## src/core/serial_pin_pkg.sv

```systemverilog
// constants and types for the serial port pin control block
package serial_pin_pkg;

  // ----------------------------------------------------------------
  // register bus
  // ----------------------------------------------------------------
  localparam int          ADDR_W    = 4;
  localparam int          DATA_W    = 16;
  localparam logic [3:0]  CTRL_ADDR = 4'h0;
  localparam logic [3:0]  GPIO_ADDR = 4'h1;
  localparam logic [3:0]  TXW_ADDR  = 4'h2;
  localparam logic [3:0]  RXW_ADDR  = 4'h3;
  localparam logic [3:0]  STAT_ADDR = 4'h4;

  // ----------------------------------------------------------------
  // field positions and reset values
  // ----------------------------------------------------------------
  localparam int          CTRL_START_BIT = 4;
  localparam int          GPIO_OE_LSB    = 4;
  localparam int          STAT_PIN_LSB   = 4;
  localparam logic [3:0]  CTRL_RESET     = 4'h0;
  localparam logic [2:0]  GPIO_RESET     = 3'h0;
  localparam logic [15:0] WORD_RESET     = 16'h0000;
  localparam logic [4:0]  FRAME_BITS_DEF = 5'h10;

  // ----------------------------------------------------------------
  // input synchroniser layout
  // ----------------------------------------------------------------
  localparam int          SYNC_N     = 6;
  localparam int          S_DEVRST   = 0;
  localparam int          S_OFF      = 1;
  localparam int          S_TXFS     = 2;
  localparam int          S_RXFS     = 3;
  localparam int          S_RXD      = 4;
  localparam int          S_BCLK     = 5;
  localparam logic [5:0]  SYNC_RESET = 6'h03;

  // ----------------------------------------------------------------
  // types
  // ----------------------------------------------------------------
  typedef struct packed {
    logic tx_fs;
    logic rx_fs;
    logic tx_data;
  } pins_s;

  typedef struct packed {
    logic rx_fs_out;
    logic tx_fs_out;
    logic rx_gpio;
    logic tx_gpio;
  } ctrl_s;

  typedef struct packed {
    logic [ADDR_W-1:0] addr;
    logic [DATA_W-1:0] wdata;
    logic              wr;
    logic              rd;
  } bus_req_s;

  typedef enum logic {
    LINK_IDLE  = 1'b0,
    LINK_SHIFT = 1'b1
  } link_state_e;

endpackage

```

## src/core/serial_pin_ctrl.sv

```systemverilog
// pin control, frame sync and shift logic of one serial port
`timescale 1ns/100ps

// What this block does
// - tx gpio enable set: transmit data pin becomes a general-purpose output; its input level is never read.
// - off input low: data and both frame sync pins go undriven.
// - receive frame sync pulse starts shifting in a frame from receive data.
// - rx gpio enable set: receive frame sync pin becomes general-purpose I/O.
// - transmit frame sync pulse starts shifting a frame out on transmit data.
// - device reset returns a transmit frame sync output to input mode while tx gpio enable is clear.
// - tx gpio enable set: transmit frame sync pin becomes general-purpose I/O.
module serial_pin_ctrl
#(
  parameter logic [4:0] FRAME_BITS = serial_pin_pkg::FRAME_BITS_DEF
)
(
  // clock and reset
  input  wire logic                                REF_CLK,
  input  wire logic                                SYS_RST,
  // register port
  input  wire serial_pin_pkg::bus_req_s            BUS_REQ,
  output wire logic [serial_pin_pkg::DATA_W-1:0]   RD_DATA,
  // device pins
  input  wire logic                                BIT_CLK,
  input  wire logic                                RX_DATA,
  input  wire logic                                OFF_N,
  input  wire logic                                DEVICE_RESET_N,
  input  wire serial_pin_pkg::pins_s               PIN_I,
  output wire serial_pin_pkg::pins_s               PIN_O,
  output wire serial_pin_pkg::pins_s               PIN_OE
);
  import serial_pin_pkg::*;

  // ----------------------------------------------------------------
  // input synchronisers
  // ----------------------------------------------------------------
  logic [SYNC_N-1:0] raw;
  logic [SYNC_N-1:0] sync1_q;
  logic [SYNC_N-1:0] sync2_q;

  assign raw = {BIT_CLK, RX_DATA, PIN_I.rx_fs, PIN_I.tx_fs, OFF_N, DEVICE_RESET_N};

  genvar gi;
  generate
    for (gi = 0; gi < SYNC_N; gi++)
    begin : g_sync
      always_ff @(posedge REF_CLK or posedge SYS_RST)
      begin
        if (SYS_RST)
        begin
          sync1_q[gi] <= SYNC_RESET[gi];
          sync2_q[gi] <= SYNC_RESET[gi];
        end
        else
        begin
          sync1_q[gi] <= raw[gi];
          sync2_q[gi] <= sync1_q[gi];
        end
      end
    end
  endgenerate

  logic dev_rst_n_s;
  logic off_n_s;
  logic tx_fs_s;
  logic rx_fs_s;
  logic rx_d_s;
  logic bclk_prev_q;
  logic bclk_rise;

  assign dev_rst_n_s = sync2_q[S_DEVRST];
  assign off_n_s     = sync2_q[S_OFF];
  assign tx_fs_s     = sync2_q[S_TXFS];
  assign rx_fs_s     = sync2_q[S_RXFS];
  assign rx_d_s      = sync2_q[S_RXD];
  assign bclk_rise   = sync2_q[S_BCLK] & ~bclk_prev_q;

  always_ff @(posedge REF_CLK or posedge SYS_RST)
  begin
    if (SYS_RST)
      bclk_prev_q <= 1'b0;
    else
      bclk_prev_q <= sync2_q[S_BCLK];
  end

  // ----------------------------------------------------------------
  // register writes
  // ----------------------------------------------------------------
  ctrl_s       ctrl_q;
  pins_s       gpio_o_q;
  pins_s       gpio_oe_q;
  logic [15:0] tx_word_q;
  logic        wr_ctrl;
  logic        tx_start;

  assign wr_ctrl  = BUS_REQ.wr && (BUS_REQ.addr == CTRL_ADDR);
  assign tx_start = wr_ctrl && BUS_REQ.wdata[CTRL_START_BIT];

  always_ff @(posedge REF_CLK or posedge SYS_RST)
  begin
    if (SYS_RST)
      ctrl_q <= ctrl_s'(CTRL_RESET);
    else
    begin
      if (wr_ctrl)
        ctrl_q <= ctrl_s'(BUS_REQ.wdata[3:0]);
      if (!dev_rst_n_s)
        ctrl_q.tx_fs_out <= 1'b0;
    end
  end

  always_ff @(posedge REF_CLK or posedge SYS_RST)
  begin
    if (SYS_RST)
    begin
      gpio_o_q  <= pins_s'(GPIO_RESET);
      gpio_oe_q <= pins_s'(GPIO_RESET);
    end
    else if (BUS_REQ.wr && (BUS_REQ.addr == GPIO_ADDR))
    begin
      gpio_o_q  <= pins_s'(BUS_REQ.wdata[2:0]);
      gpio_oe_q <= pins_s'(BUS_REQ.wdata[GPIO_OE_LSB+2:GPIO_OE_LSB]);
    end
  end

  always_ff @(posedge REF_CLK or posedge SYS_RST)
  begin
    if (SYS_RST)
      tx_word_q <= WORD_RESET;
    else if (BUS_REQ.wr && (BUS_REQ.addr == TXW_ADDR))
      tx_word_q <= BUS_REQ.wdata;
  end

  // ----------------------------------------------------------------
  // internal frame sync generation
  // ----------------------------------------------------------------
  logic fs_pend_q;
  logic fs_drive_q;

  always_ff @(posedge REF_CLK or posedge SYS_RST)
  begin
    if (SYS_RST)
    begin
      fs_pend_q  <= 1'b0;
      fs_drive_q <= 1'b0;
    end
    else
    begin
      if (bclk_rise)
      begin
        fs_drive_q <= fs_pend_q;
        fs_pend_q  <= 1'b0;
      end
      if (tx_start)
        fs_pend_q <= 1'b1;
    end
  end

  // ----------------------------------------------------------------
  // transmit shifter
  // ----------------------------------------------------------------
  link_state_e tx_state_q;
  logic [15:0] tx_shift_q;
  logic [4:0]  tx_cnt_q;
  logic        tx_fs_seen;
  logic        tx_go;

  assign tx_fs_seen = ctrl_q.tx_fs_out ? fs_drive_q : tx_fs_s;
  assign tx_go      = bclk_rise && !ctrl_q.tx_gpio && tx_fs_seen;

  always_ff @(posedge REF_CLK or posedge SYS_RST)
  begin
    if (SYS_RST)
    begin
      tx_state_q <= LINK_IDLE;
      tx_shift_q <= WORD_RESET;
      tx_cnt_q   <= 5'h00;
    end
    else if (ctrl_q.tx_gpio || !dev_rst_n_s)
      tx_state_q <= LINK_IDLE;
    else
    begin
      case (tx_state_q)
        LINK_IDLE:
          if (tx_go)
          begin
            tx_shift_q <= tx_word_q;
            tx_cnt_q   <= FRAME_BITS;
            tx_state_q <= LINK_SHIFT;
          end
        LINK_SHIFT:
          if (bclk_rise)
          begin
            tx_shift_q <= {tx_shift_q[14:0], 1'b0};
            tx_cnt_q   <= tx_cnt_q - 5'h01;
            if (tx_cnt_q == 5'h01)
              tx_state_q <= LINK_IDLE;
          end
        default:
          tx_state_q <= LINK_IDLE;
      endcase
    end
  end

  // ----------------------------------------------------------------
  // receive shifter
  // ----------------------------------------------------------------
  link_state_e rx_state_q;
  logic [15:0] rx_shift_q;
  logic [15:0] rx_word_q;
  logic [4:0]  rx_cnt_q;
  logic        rx_done_q;
  logic        rx_fs_seen;
  logic        rx_go;
  logic        rx_last;
  logic        stat_rd;

  assign rx_fs_seen = ctrl_q.rx_fs_out ? fs_drive_q : rx_fs_s;
  assign rx_go      = bclk_rise && !ctrl_q.rx_gpio && rx_fs_seen;
  assign rx_last    = bclk_rise && (rx_state_q == LINK_SHIFT) && (rx_cnt_q == 5'h01);
  assign stat_rd    = BUS_REQ.rd && (BUS_REQ.addr == STAT_ADDR);

  always_ff @(posedge REF_CLK or posedge SYS_RST)
  begin
    if (SYS_RST)
    begin
      rx_state_q <= LINK_IDLE;
      rx_shift_q <= WORD_RESET;
      rx_word_q  <= WORD_RESET;
      rx_cnt_q   <= 5'h00;
    end
    else if (ctrl_q.rx_gpio)
      rx_state_q <= LINK_IDLE;
    else
    begin
      case (rx_state_q)
        LINK_IDLE:
          if (rx_go)
          begin
            rx_cnt_q   <= FRAME_BITS;
            rx_state_q <= LINK_SHIFT;
          end
        LINK_SHIFT:
          if (bclk_rise)
          begin
            rx_shift_q <= {rx_shift_q[14:0], rx_d_s};
            rx_cnt_q   <= rx_cnt_q - 5'h01;
            if (rx_cnt_q == 5'h01)
            begin
              rx_word_q  <= {rx_shift_q[14:0], rx_d_s};
              rx_state_q <= LINK_IDLE;
            end
          end
        default:
          rx_state_q <= LINK_IDLE;
      endcase
    end
  end

  // done flag: a new frame beats a status read in the same cycle
  always_ff @(posedge REF_CLK or posedge SYS_RST)
  begin
    if (SYS_RST)
      rx_done_q <= 1'b0;
    else if (rx_last && !ctrl_q.rx_gpio)
      rx_done_q <= 1'b1;
    else if (stat_rd)
      rx_done_q <= 1'b0;
  end

  // ----------------------------------------------------------------
  // pin drivers
  // ----------------------------------------------------------------
  pins_s pin_o_q;
  pins_s pin_oe_q;

  always_ff @(posedge REF_CLK or posedge SYS_RST)
  begin
    if (SYS_RST)
    begin
      pin_o_q  <= pins_s'(3'h0);
      pin_oe_q <= pins_s'(3'h0);
    end
    else if (!off_n_s)
      pin_oe_q <= pins_s'(3'h0);
    else
    begin
      if (ctrl_q.tx_gpio)
      begin
        pin_o_q.tx_data  <= gpio_o_q.tx_data;
        pin_oe_q.tx_data <= gpio_oe_q.tx_data;
        pin_o_q.tx_fs    <= gpio_o_q.tx_fs;
        pin_oe_q.tx_fs   <= gpio_oe_q.tx_fs;
      end
      else
      begin
        pin_o_q.tx_data  <= tx_shift_q[15];
        pin_oe_q.tx_data <= 1'b1;
        pin_o_q.tx_fs    <= fs_drive_q;
        pin_oe_q.tx_fs   <= ctrl_q.tx_fs_out;
      end
      if (ctrl_q.rx_gpio)
      begin
        pin_o_q.rx_fs  <= gpio_o_q.rx_fs;
        pin_oe_q.rx_fs <= gpio_oe_q.rx_fs;
      end
      else
      begin
        pin_o_q.rx_fs  <= fs_drive_q;
        pin_oe_q.rx_fs <= ctrl_q.rx_fs_out;
      end
    end
  end

  assign PIN_O  = pin_o_q;
  assign PIN_OE = pin_oe_q;

  // ----------------------------------------------------------------
  // register reads
  // ----------------------------------------------------------------
  logic [15:0] rd_data_q;
  logic [15:0] rd_mux;

  always_comb
  begin
    case (BUS_REQ.addr)
      CTRL_ADDR: rd_mux = {12'h000, ctrl_q};
      GPIO_ADDR: rd_mux = {9'h000, gpio_oe_q, 1'b0, gpio_o_q};
      TXW_ADDR:  rd_mux = tx_word_q;
      RXW_ADDR:  rd_mux = rx_word_q;
      STAT_ADDR: rd_mux = {8'h00, off_n_s, rx_d_s, rx_fs_s, tx_fs_s, 1'b0, rx_done_q,
                           rx_state_q == LINK_SHIFT, tx_state_q == LINK_SHIFT};
      default:   rd_mux = 16'h0000;
    endcase
  end

  always_ff @(posedge REF_CLK or posedge SYS_RST)
  begin
    if (SYS_RST)
      rd_data_q <= 16'h0000;
    else if (BUS_REQ.rd)
      rd_data_q <= rd_mux;
    else
      rd_data_q <= 16'h0000;
  end

  assign RD_DATA = rd_data_q;

  // ----------------------------------------------------------------
  // assertions
  // ----------------------------------------------------------------
  AST_OFF_RELEASE: assert property (@(posedge REF_CLK) disable iff (SYS_RST)
    !off_n_s |=> (pin_oe_q == pins_s'(3'h0)))
    else $error("pins driven while off is low");

  AST_TXD_GPIO: assert property (@(posedge REF_CLK) disable iff (SYS_RST)
    off_n_s && ctrl_q.tx_gpio |=> (pin_o_q.tx_data == $past(gpio_o_q.tx_data))
      && (pin_oe_q.tx_data == $past(gpio_oe_q.tx_data)))
    else $error("tx data pin not following gpio");

  AST_RXFS_GPIO: assert property (@(posedge REF_CLK) disable iff (SYS_RST)
    off_n_s && ctrl_q.rx_gpio |=> (pin_o_q.rx_fs == $past(gpio_o_q.rx_fs))
      && (pin_oe_q.rx_fs == $past(gpio_oe_q.rx_fs)))
    else $error("rx frame sync pin not following gpio");

  AST_TXFS_GPIO: assert property (@(posedge REF_CLK) disable iff (SYS_RST)
    off_n_s && ctrl_q.tx_gpio |=> (pin_o_q.tx_fs == $past(gpio_o_q.tx_fs))
      && (pin_oe_q.tx_fs == $past(gpio_oe_q.tx_fs)))
    else $error("tx frame sync pin not following gpio");

  AST_DEVRST_FS_IN: assert property (@(posedge REF_CLK) disable iff (SYS_RST)
    !dev_rst_n_s && !ctrl_q.tx_gpio |=> !ctrl_q.tx_fs_out ##1 !pin_oe_q.tx_fs)
    else $error("tx frame sync still an output after device reset");

  AST_RX_START: assert property (@(posedge REF_CLK) disable iff (SYS_RST)
    rx_go && (rx_state_q == LINK_IDLE) |=> (rx_state_q == LINK_SHIFT)
      && (rx_cnt_q == FRAME_BITS))
    else $error("receive frame sync did not start a frame");

  AST_TX_START: assert property (@(posedge REF_CLK) disable iff (SYS_RST)
    tx_go && dev_rst_n_s && (tx_state_q == LINK_IDLE) |=> (tx_state_q == LINK_SHIFT)
      && (tx_shift_q == $past(tx_word_q)))
    else $error("transmit frame sync did not start a frame");

  AST_SERIAL_ROLE: assert property (@(posedge REF_CLK) disable iff (SYS_RST)
    off_n_s && !ctrl_q.tx_gpio |=> pin_oe_q.tx_data
      && (pin_o_q.tx_data == $past(tx_shift_q[15]))
      && (pin_oe_q.tx_fs == $past(ctrl_q.tx_fs_out)))
    else $error("serial role not kept with gpio disabled");

  AST_RX_ROLE: assert property (@(posedge REF_CLK) disable iff (SYS_RST)
    off_n_s && !ctrl_q.rx_gpio |=> (pin_o_q.rx_fs == $past(fs_drive_q))
      && (pin_oe_q.rx_fs == $past(ctrl_q.rx_fs_out)))
    else $error("rx frame sync role not kept with gpio disabled");

endmodule

```

## config.mk

```make
export PLATFORM = sky130hd
export DESIGN_NAME = serial_pin_ctrl
export DESIGN_NICKNAME = d
export VERILOG_FILES = /design/src/core/serial_pin_pkg.sv /design/src/core/serial_pin_ctrl.sv
export SDC_FILE = /design/constraint.sdc
export NUM_CORES = 1
export LEC_CHECK = 0
export ABC_CLOCK_PERIOD_IN_PS = 4000
export BUFFER_PORTS_ARGS = -buffer_cell sky130_fd_sc_hd__buf_2
export CELL_PAD_IN_SITES_DETAIL_PLACEMENT = 0
export CELL_PAD_IN_SITES_GLOBAL_PLACEMENT = 1
export CORE_MARGIN = 1.5
export CORE_UTILIZATION = 48
export CTS_CLUSTER_SIZE = 20
export DETAILED_ROUTE_END_ITERATION = 16
export PLACE_DENSITY_LB_ADDON = 0.1
export REMOVE_ABC_BUFFERS = 1
export SYNTH_ARGS = -nofsm -noshare
export SYNTH_HDL_FRONTEND = slang
export SYNTH_SLANG_ARGS = --single-unit
```

## constraint.sdc

```tcl
create_clock -name REF_CLK -period 4 [get_ports REF_CLK]
set_input_delay 0.2 -clock REF_CLK [delete_from_list [all_inputs] [get_ports REF_CLK]]
set_output_delay 0.2 -clock REF_CLK [all_outputs]
set_load 0.02 [all_outputs]
```

==> results of run 1 <==
[critical path, cell delays in order (launching register included)]
cell      delay, ns
dfrtp_1        0.50
and4bb_1       0.30
buf_4          0.27
o21a_1         0.63
o221a_2        0.30
[how the worst max path moves through the flow]
stage,start,to,slack (ns),cells past startpoint
after CTS,rx_state_q,rx_shift_q[8],1.91,2
final,ctrl_q[0],tx_cnt_q[4],1.94,4
after global placement,ctrl_q[0],tx_cnt_q[4],1.94,4
after global routing,rx_state_q,rx_shift_q[1],1.75,2
after floorplan,SYS_RST,PIN_OE[0],0.54,1
after detailed placement,rx_state_q,rx_shift_q[2],1.90,2
[final cells by class]
cell class | instances | area, um^2 | share of cell area (%)
sequential | 123 | 3080 | 47.8
multi-input combinational | 248 | 2080 | 32.3
timing repair buffer | 80 | 536 | 8.31
clock buffer | 24 | 470 | 7.30
tap | 140 | 175 | 2.72
inverter | 13 | 51.3 | 0.796
clock inverter | 8 | 45.0 | 0.699
[state kept, by name, summed over array words and instances, names as in the netlist, 3 cells and up]
signal      flops
tx_word_q      16
tx_shift_q     16
rx_word_q      16
RD_DATA        16
PIN_O           3
rx_cnt_q        5
gpio_oe_q       3
ctrl_q          4
rx_shift_q     15
tx_cnt_q        5
PIN_OE          3
sync1_q         6
gpio_o_q        3
[logic make-up (layout without fill, tap and decap cells)]
logic type      after synthesis  count (layout)  synth area share (%)
flops                       123             123                  57.6
simple gates                 89              89                  10.7
compound gates               86              86                  12.2
mux                          69              69                  15.1
buf+inv                      38             125                  3.51
fa+ha+maj                     4               4                 0.936
[through the flow]
stage | hold WS (ns) | cells
3_5_place_dp | 0.306 | 579
4_1_cts | 0.144 | 636
2_1_floorplan | 0.204 | 384
6_report | 0.183 | 636
5_1_grt | 0.171 | 636
3_3_place_gp | 0.305 | 579
[report_power, final]
part	switching (mW)	leakage [nW]	internal (mW)
registers	0.199	1.57	1.46
logic	0.230	1.20	0.303
clock network	0.519	0.254	0.802
[cell usage after synthesis, drive strengths merged, types with 2 or more instances]
cell type / n / area [um^2]
a211oi: 2 / 15.0
a21o: 4 / 30.0
a21oi: 10 / 50.1
a22oi: 14 / 105
a2bb2oi: 15 / 131
and3b: 6 / 52.6
and4bb: 2 / 25.0
buf: 14 / 97.6
clkbuf: 11 / 41.3
dfrtp: 119 / 2980
dfstp: 4 / 105
ha: 4 / 50.1
inv: 12 / 45.0
mux2: 62 / 736
mux2i: 7 / 70.1
nand2: 9 / 33.8
nand3: 5 / 37.5
nand3b: 3 / 22.5
nand4: 3 / 18.8
nand4b: 2 / 32.5
nor2: 32 / 128
nor2b: 9 / 56.3
nor3: 2 / 10.0
nor3b: 5 / 48.8
nor4b: 4 / 50.1
o21ai: 8 / 40.0
o22ai: 4 / 25.0
o2bb2ai: 17 / 149
[layer usage]
layer / up-vias / global-route usage, %
li1: 1638 / -
met1: 1725 / 31.3
met2: 66 / 31.4
met3: 7 / 4.88
met4: 0 / 9.40
met5: - / 0
[placed cells by master, fill, tap and decap left out, types with 2 or more instances in the layout]
cell	instances
a211oi_1	2
a21o_1	4
a21oi_1	10
a22oi_1	14
a2bb2oi_1	15
and3b_1	6
buf_2	51
buf_4	4
clkbuf_1	4
clkbuf_16	16
clkbuf_8	4
clkinv_2	6
clkinvlp_4	2
dfrtp_1	119
dfstp_2	4
dlygate4sd3_1	25
ha_1	4
inv_1	11
mux2_2	52
mux2_4	10
mux2i_1	7
nand2_1	9
nand3_1	4
nand3b_1	3
nand4_1	3
nor2_1	31
nor2b_1	9
nor3_1	2
nor3b_1	4
nor4b_1	2
o21ai_0	8
o22ai_1	4
o2bb2ai_1	17
==> results.sh, run 1 <==
export IMPL_placed_cell_area_um2=5680
export IMPL_avgRoutedWirePerCell_um=18.0
export IMPL_fmax_mhz=484
export IMPL_port_buffers=51
export IMPL_netlist_area_um2=5350
export IMPL_fin_crit_sh_pct=51.6
export IMPL_timing_rr_end="tx_cnt_q[4]"
export IMPL_root_buffer="clkbuf_8"
export IMPL_die_h_um=109
export IMPL_cts_sinks=123
export IMPL_critPathLaunchType="flop"
export IMPL_synth_main_ff_cell="dfrtp_1"
export IMPL_rows=38
export IMPL_clockBufferDepth=2
export IMPL_die_w_um=109
export IMPL_reg2reg_depth=4
export IMPL_cts_resized_gates=0
export IMPL_outcome="complete, no violations"
export IMPL_rsz0062_at_grt="no"
export IMPL_dp_hpwl_mm=7.37
export IMPL_gr_total_overflow=0
export IMPL_critical_path_peak_fanout=23
export IMPL_worstHoldEndpoint="rx_done_q"
export IMPL_cts_setup_buffers=0
export IMPL_io_pins=53
export IMPL_htreeDepth=4
export IMPL_min_period_ns=2.06
export IMPL_antenna_cells=0
export IMPL_drv_slew=0
export IMPL_cp_end_kind="flop"
export IMPL_fin_util_pct=59.5
export IMPL_r2r_start="ctrl_q[0]"
export IMPL_area_delta_synth_final_pct=20.5
export IMPL_power_leakage_nw=3.02
export IMPL_gp_congestion=0.768
export IMPL_hold_viol_final=0
export IMPL_drc=0
export IMPL_regToRegSetupSlack_ns=1.94
export IMPL_core_area_um2=10800
export IMPL_synth_edff_count=0
export IMPL_synthCells=409
export IMPL_ys_types=57
export IMPL_max_slew_margin_rel_pct=32.9
export IMPL_finalClockSkew_ns=0.00744
export IMPL_wl_met2_mm=5.29
export IMPL_ys_warn_count=0
export IMPL_setup_viol=0
export IMPL_hold_path_startpoint="BUS_REQ[21]"
export IMPL_wl_met1_mm=5.63
export IMPL_worst_slack_ns=1.94
export IMPL_fp_dieArea_um2=11800
export IMPL_start_util_pct=49.3
export IMPL_ys_ff_latch=123
export IMPL_routed_wl_mm=11.4
export IMPL_ant_nets=0
export IMPL_cts_buffers=17
export IMPL_cts_tree="yes"
export IMPL_drive_gt1_share_pct=32.3
export IMPL_grt_pass1_vias=3495
export IMPL_vias=3436
export IMPL_pre_cts_ws_ns=1.90
export IMPL_hold_path_class="in -> reg"
export IMPL_cp_arrival_ns=2.52
export IMPL_routed_top_layer="met4"
export IMPL_fillers=893
export IMPL_hold_depth=4
export IMPL_clkLatencyLatePin_ns=0.52
export IMPL_postCtsHoldBufs=25
export IMPL_crit_required_ns=4.45
export IMPL_grt_pass1_wl_mm=18.8
export IMPL_antenna_found_initial=0
export IMPL_firstDrtPassIters=4
export IMPL_final_nets=518
export IMPL_setup_tns_ns=0
export IMPL_postLayoutCellArea_um2=6440
export IMPL_wl_met3_um=375
export IMPL_tightest_slew_ns=1.00
export IMPL_maxCapViolations=0
export IMPL_ir_drop_v=0.000287
export IMPL_routed_via_density=5.40
export IMPL_clkTransAtPathRegs_ns=0.06
export IMPL_async_flop_share_pct=100
export IMPL_grt_usage_pct=21.7
export IMPL_power_density_nw_per_um2=545
export IMPL_ys_seq_area_share_pct=57.6
export IMPL_crit_type="reg -> reg"
export IMPL_totalPowerFinal_mw=3.51
export IMPL_grt_max_degree=68
export IMPL_synth_avg_cell_area_um2=13.1
export IMPL_drt_iter0_markers=152
Note: power is estimated with default switching activity, not from simulation.
==> run 2: changes to the inputs <==
--- a/config.mk
+++ b/config.mk
@@ -5,12 +5,12 @@
 export SDC_FILE = /design/constraint.sdc
 export NUM_CORES = 1
 export LEC_CHECK = 0
-export ABC_CLOCK_PERIOD_IN_PS = 4000
+export ABC_CLOCK_PERIOD_IN_PS = 1800
 export BUFFER_PORTS_ARGS = -buffer_cell sky130_fd_sc_hd__buf_2
 export CELL_PAD_IN_SITES_DETAIL_PLACEMENT = 0
 export CELL_PAD_IN_SITES_GLOBAL_PLACEMENT = 1
 export CORE_MARGIN = 1.5
-export CORE_UTILIZATION = 48
+export CORE_UTILIZATION = 43
 export CTS_CLUSTER_SIZE = 20
 export DETAILED_ROUTE_END_ITERATION = 16
 export PLACE_DENSITY_LB_ADDON = 0.1
==> constraint.sdc (replaced) <==
create_clock -name REF_CLK -period 1.8 [get_ports REF_CLK]
set_input_delay 0.09 -clock REF_CLK [delete_from_list [all_inputs] [get_ports REF_CLK]]
set_output_delay 0.09 -clock REF_CLK [all_outputs]
set_load 0.02 [all_outputs]
==> results.sh, run 2 (synthesis gave the netlist of run 1 again) <==
export IMPL_port_buffers=51
export IMPL_clkTransAtPathRegs_ns=0.06
export IMPL_hold_path_class="in -> reg"
export IMPL_fillers=1001
export IMPL_io_pins=53
export IMPL_multi_input_area_um2=2080
export IMPL_gr_total_overflow=0
export IMPL_rsz0062_at_grt="no"
export IMPL_dp_hpwl_mm=8.11
export IMPL_outcome="complete, no violations"
export IMPL_rows=40
export IMPL_cts_sinks=123
export IMPL_critical_path_peak_fanout=17
export IMPL_drive_gt1_share_pct=35.2
export IMPL_cp_end_kind="flop"
export IMPL_die_h_um=115
export IMPL_die_w_um=115
export IMPL_power_density_nw_per_um2=1240
export IMPL_cts_buffers=17
export IMPL_min_period_ns=1.68
export IMPL_fin_util_pct=55.9
export IMPL_fin_crit_sh_pct=93.5
export IMPL_ant_nets=0
export IMPL_finalClockSkew_ns=0.00746
export IMPL_reg2reg_depth=5
export IMPL_clockBufferDepth=2
export IMPL_max_slew_margin_rel_pct=57.4
export IMPL_gp_congestion=0.773
export IMPL_endpoint="rx_word_q[0]"
export IMPL_clkLatencyLatePin_ns=0.42
export IMPL_cts_resized_gates=0
export IMPL_htreeDepth=4
export IMPL_postLayoutCellArea_um2=6740
export IMPL_grt_usage_pct=19.8
export IMPL_vias=3527
export IMPL_firstDrtPassIters=4
export IMPL_core_area_um2=12100
export IMPL_timing_rr_end="rx_word_q[0]"
export IMPL_grt_pass1_vias=3522
export IMPL_placed_cell_area_um2=5880
export IMPL_area_delta_synth_final_pct=26.0
export IMPL_power_leakage_nw=3.15
export IMPL_fmax_mhz=594
export IMPL_cts_tree="yes"
export IMPL_avgRoutedWirePerCell_um=17.4
export IMPL_crit_required_ns=2.10
export IMPL_root_buffer="clkbuf_16"
export IMPL_regToRegSetupSlack_ns=0.12
export IMPL_antenna_cells=0
export IMPL_final_cell_mix="dfrtp_1 (119), mux2_2 (52), buf_2 (51)"
export IMPL_r2r_start="rx_cnt_q[1]"
export IMPL_layout_commonest_cell="dfrtp_1"
export IMPL_cp_arrival_ns=1.98
export IMPL_ir_drop_v=0.000688
export IMPL_antenna_found_initial=0
export IMPL_fp_dieArea_um2=13100
export IMPL_start_util_pct=44.3
export IMPL_grt_max_degree=40
export IMPL_drt_iter0_markers=293
export IMPL_critPathLaunch="rx_cnt_q[1]"
export IMPL_regArea_um2=3080
export IMPL_hold_viol_final=0
export IMPL_critPathLaunchType="flop"
export IMPL_grt_pass1_wl_mm=19.2
export IMPL_drv_slew=0
export IMPL_drc=0
export IMPL_crit_type="reg -> reg"
export IMPL_maxCapViolations=0
export IMPL_tightest_slew_ns=0.632
export IMPL_final_nets=534
export IMPL_setup_viol=0
export IMPL_routed_wl_mm=11.8
export IMPL_routed_via_density=5.19
run 2: power breakdown:
part           internal [mW]  switching, mW
logic                  0.718          0.559
clock network           2.16           1.26
registers               3.25          0.423
total                   6.12           2.24
run 2: timing repair:
item                                    in CTS  in global routing
endpoints found under the hold margin       64                  0
hold buffers                                25                  0
buffers inserted                             0                  0
endpoints found under the setup margin       0                  0
run 2: area by class of cell:
type / instances / share of cell area, %
clock buffers: 20 / 6.92
clock inverters: 12 / 2.06
inverters: 13 / 0.761
multi-input cells: 248 / 30.9
flip-flops and latches: 123 / 45.7
well taps: 168 / 3.12
repair buffers: 96 / 10.5
run 2: worst min-delay path by stage:
| stage | end | depth (start not counted) | start |
|---|---|---|---|
| after global routing | RD_DATA[0] | 3 | BUS_REQ[21] |
| after floorplan | sync1_q[0] | 0 | DEVICE_RESET_N |
| final | ctrl_q[2] | 4 | BUS_REQ[21] |
| after detailed placement | PIN_OE[0] | 2 | SYS_RST |
| after global placement | PIN_OE[0] | 2 | SYS_RST |
| after CTS | ctrl_q[2] | 4 | BUS_REQ[21] |
run 2: critical path, cell delays in order, from the launching register on:
cell and delay (ns):
dfrtp_1 0.39, inv_1 0.08, ha_1 0.15, nor4b_4 0.27
nand3_4 0.29, mux2_4 0.38
run 2: through the flow:
stage	setup slack, ns	total power, mW	hold slack, ns	TNS [ns]	instances
floorplan	-1.55	4.48	0.0945	-188.24	384
global placement	0.129	4.91	0.183	0	623
detailed placement	0.0999	4.94	0.188	0	623
CTS	0.0896	8.44	0.132	0	680
global route	0.0141	8.75	0.167	0	680
finish	0.118	8.36	0.160	0	680
run 2: layer usage:
metal / up-vias / track usage [%] / part of all wire (%)
li1: 1690 / - / -
met1: 1784 / 28.7 / 51
met2: 42 / 27.9 / 44
met3: 11 / 6.19 / 3.1
met4: 0 / 7.25 / 1.1
met5: - / 0 / 0
==> run 3: changes to the inputs <==
--- a/config.mk
+++ b/config.mk
@@ -9,7 +9,6 @@
 export BUFFER_PORTS_ARGS = -buffer_cell sky130_fd_sc_hd__buf_2
 export CELL_PAD_IN_SITES_DETAIL_PLACEMENT = 0
 export CELL_PAD_IN_SITES_GLOBAL_PLACEMENT = 1
-export CORE_MARGIN = 1.5
 export CORE_UTILIZATION = 43
 export CTS_CLUSTER_SIZE = 20
 export DETAILED_ROUTE_END_ITERATION = 16
==> results.sh, run 3 (synthesis gave the netlist of run 1 again) <==
export IMPL_gr_total_overflow=0
export IMPL_finalClockSkew_ns=0.00799
export IMPL_dp_hpwl_mm=7.73
export IMPL_routed_via_density=5.20
export IMPL_p_comb_share_pct=15.0
export IMPL_critPathLaunch="rx_cnt_q[1]"
export IMPL_tightest_slew_ns=0.617
export IMPL_final_cell_mix="dfrtp_1 (119), mux2_2 (52), buf_2 (51)"
export IMPL_grt_usage_pct=19.7
export IMPL_timing_rr_end="rx_word_q[15]"
export IMPL_power_internal_mw=6.23
export IMPL_start_util_pct=44.3
export IMPL_cts_buffers=17
export IMPL_area_delta_synth_final_pct=25.3
export IMPL_routed_wl_mm=11.5
export IMPL_cts_sinks=123
export IMPL_firstDrtPassIters=4
export IMPL_outcome="complete, no violations"
export IMPL_critical_path_peak_fanout=17
export IMPL_port_buffers=51
export IMPL_p_clk_share_pct=41.1
export IMPL_final_nets=530
export IMPL_p_seq_share_pct=43.9
export IMPL_p_sw_share_pct=25.4
export IMPL_ir_drop_v=0.000658
export IMPL_min_period_ns=1.61
export IMPL_layout_commonest_cell="dfrtp_1"
export IMPL_drc=0
export IMPL_grt_pass1_wl_mm=18.8
export IMPL_r2r_start="rx_cnt_q[1]"
export IMPL_fmax_mhz=621
export IMPL_cts_tree="yes"
export IMPL_cp_arrival_ns=1.91
export IMPL_wl_met3_um=352
export IMPL_setup_viol=0
export IMPL_power_leakage_nw=3.13
export IMPL_antenna_cells=0
export IMPL_endpoint="rx_word_q[15]"
export IMPL_crit_slowest_cell="dfrtp_1"
export IMPL_reg2reg_depth=6
export IMPL_fillers=1039
export IMPL_clockBufferDepth=2
export IMPL_slowest_delay_ns=0.39
export IMPL_avgRoutedWirePerCell_um=17.0
export IMPL_totalPowerFinal_mw=8.35
export IMPL_power_density_nw_per_um2=1250
export IMPL_routed_top_layer="met4"
export IMPL_antenna_found_initial=0
export IMPL_clkTransAtPathRegs_ns=0.05
export IMPL_rsz0062_at_grt="no"
export IMPL_fin_crit_sh_pct=89.5
export IMPL_max_slew_margin_rel_pct=58.4
export IMPL_die_w_um=114
export IMPL_cp_buffers_inverters=2
export IMPL_wl_met2_mm=5.01
export IMPL_cp_num_cells=6
export IMPL_hold_path_class="in -> reg"
export IMPL_core_area_um2=12100
export IMPL_critPathLaunchType="flop"
export IMPL_fp_dieArea_um2=12900
export IMPL_finalHoldWorstSlack_ns=0.0193
export IMPL_grt_max_degree=58
export IMPL_crit_family="flip-flops"
export IMPL_regToRegSetupSlack_ns=0.19
export IMPL_drv_slew=0
export IMPL_crit_required_ns=2.10
export IMPL_clkLatencyLatePin_ns=0.42
export IMPL_p_sw_mw=2.12
export IMPL_io_pins=53
export IMPL_root_buffer="clkbuf_16"
export IMPL_drt_iter0_markers=212
export IMPL_ant_nets=0
export IMPL_drive_gt1_share_pct=33.9
export IMPL_htreeDepth=4
export IMPL_hold_viol_final=0
export IMPL_gp_congestion=0.767
export IMPL_wl_met1_mm=5.92
export IMPL_cp_end_kind="flop"
export IMPL_vias=3518
export IMPL_die_h_um=114
export IMPL_rows=40
export IMPL_path_cells="inv_1 > ha_1 > nor4b_4 > nand3_4 > buf_12 > mux2_4"
export IMPL_maxCapViolations=0
export IMPL_grt_pass1_vias=3466
export IMPL_crit_type="reg -> reg"
-- run 3: cell types whose count changed in the layout (fill, tap and decap cells not counted) --
cell	before	now
inv_6	2	0
clkbuf_1	0	5
clkinvlp_4	4	1
clkinv_4	3	0
clkinv_2	1	3
buf_4	16	13
bufinv_16	2	3
dlygate4sd3_1	25	24
-- run 3: metrics by stage --
stage	instances	instance area [um^2]	utilization (%)	setup TNS [ns]	setup slack, ns
floorplan	384	5210	-	-188.24	-1.55
global placement	619	5840	48.4	0	0.112
detailed placement	619	5840	48.4	0	0.0839
CTS	675	6680	55.4	0	0.0543
global route	676	6700	55.5	0	0.111
finish	676	6700	55.5	0	0.190
-- run 3: metal layers --
layer,track usage [%],up-vias
met5,0,-
met4,8.42,0
met3,5.05,14
met2,27.3,58
met1,29.0,1768
li1,-,1678
-- run 3: power groups by stage --
stage	combinational [mW]	clock, mW	sequential [mW]
2_1_floorplan	0.867	0	3.62
3_3_place_gp	1.19	0	3.70
3_5_place_dp	1.22	0	3.70
4_1_cts	1.26	3.51	3.67
5_1_grt	1.39	3.62	3.74
6_report	1.25	3.43	3.67
-- run 3: worst min path at each step --
stage,startpoint,endpoint,slack [ns],cells after the start
final,BUS_REQ[1],ctrl_q[2],0.02,3
after global placement,SYS_RST,PIN_OE[0],0.04,2
after detailed placement,SYS_RST,PIN_OE[0],0.04,2
after global routing,BUS_REQ[1],ctrl_q[2],0.03,3
after floorplan,DEVICE_RESET_N,sync1_q[0],0.09,0
after CTS,BUS_REQ[1],ctrl_q[2],0.0001,3
-- run 3: tightest hold or removal path, stage by stage --
cell and delay (ns):
buf_2 0.15, nand4_1 0.10, a21oi_1 0.06
-- run 3: cell type report --
class	count	area (um^2)	share of cell area, %
well taps	168	210	3.14
clock buffers	25	485	7.25
flip-flops and latches	123	3080	46.0
repair buffers	92	673	10.0
clock inverters	7	113	1.68
multi-input cells	248	2080	31.1
inverters	13	51.3	0.766
-- run 3: timing repair --
item / 4_1_cts / 5_1_grt
endpoints found under the hold margin: 154 / 0
buffers inserted: 0 / 1
endpoints found under the setup margin: 0 / 12
gates resized for setup: 0 / 0
hold buffers: 24 / 0
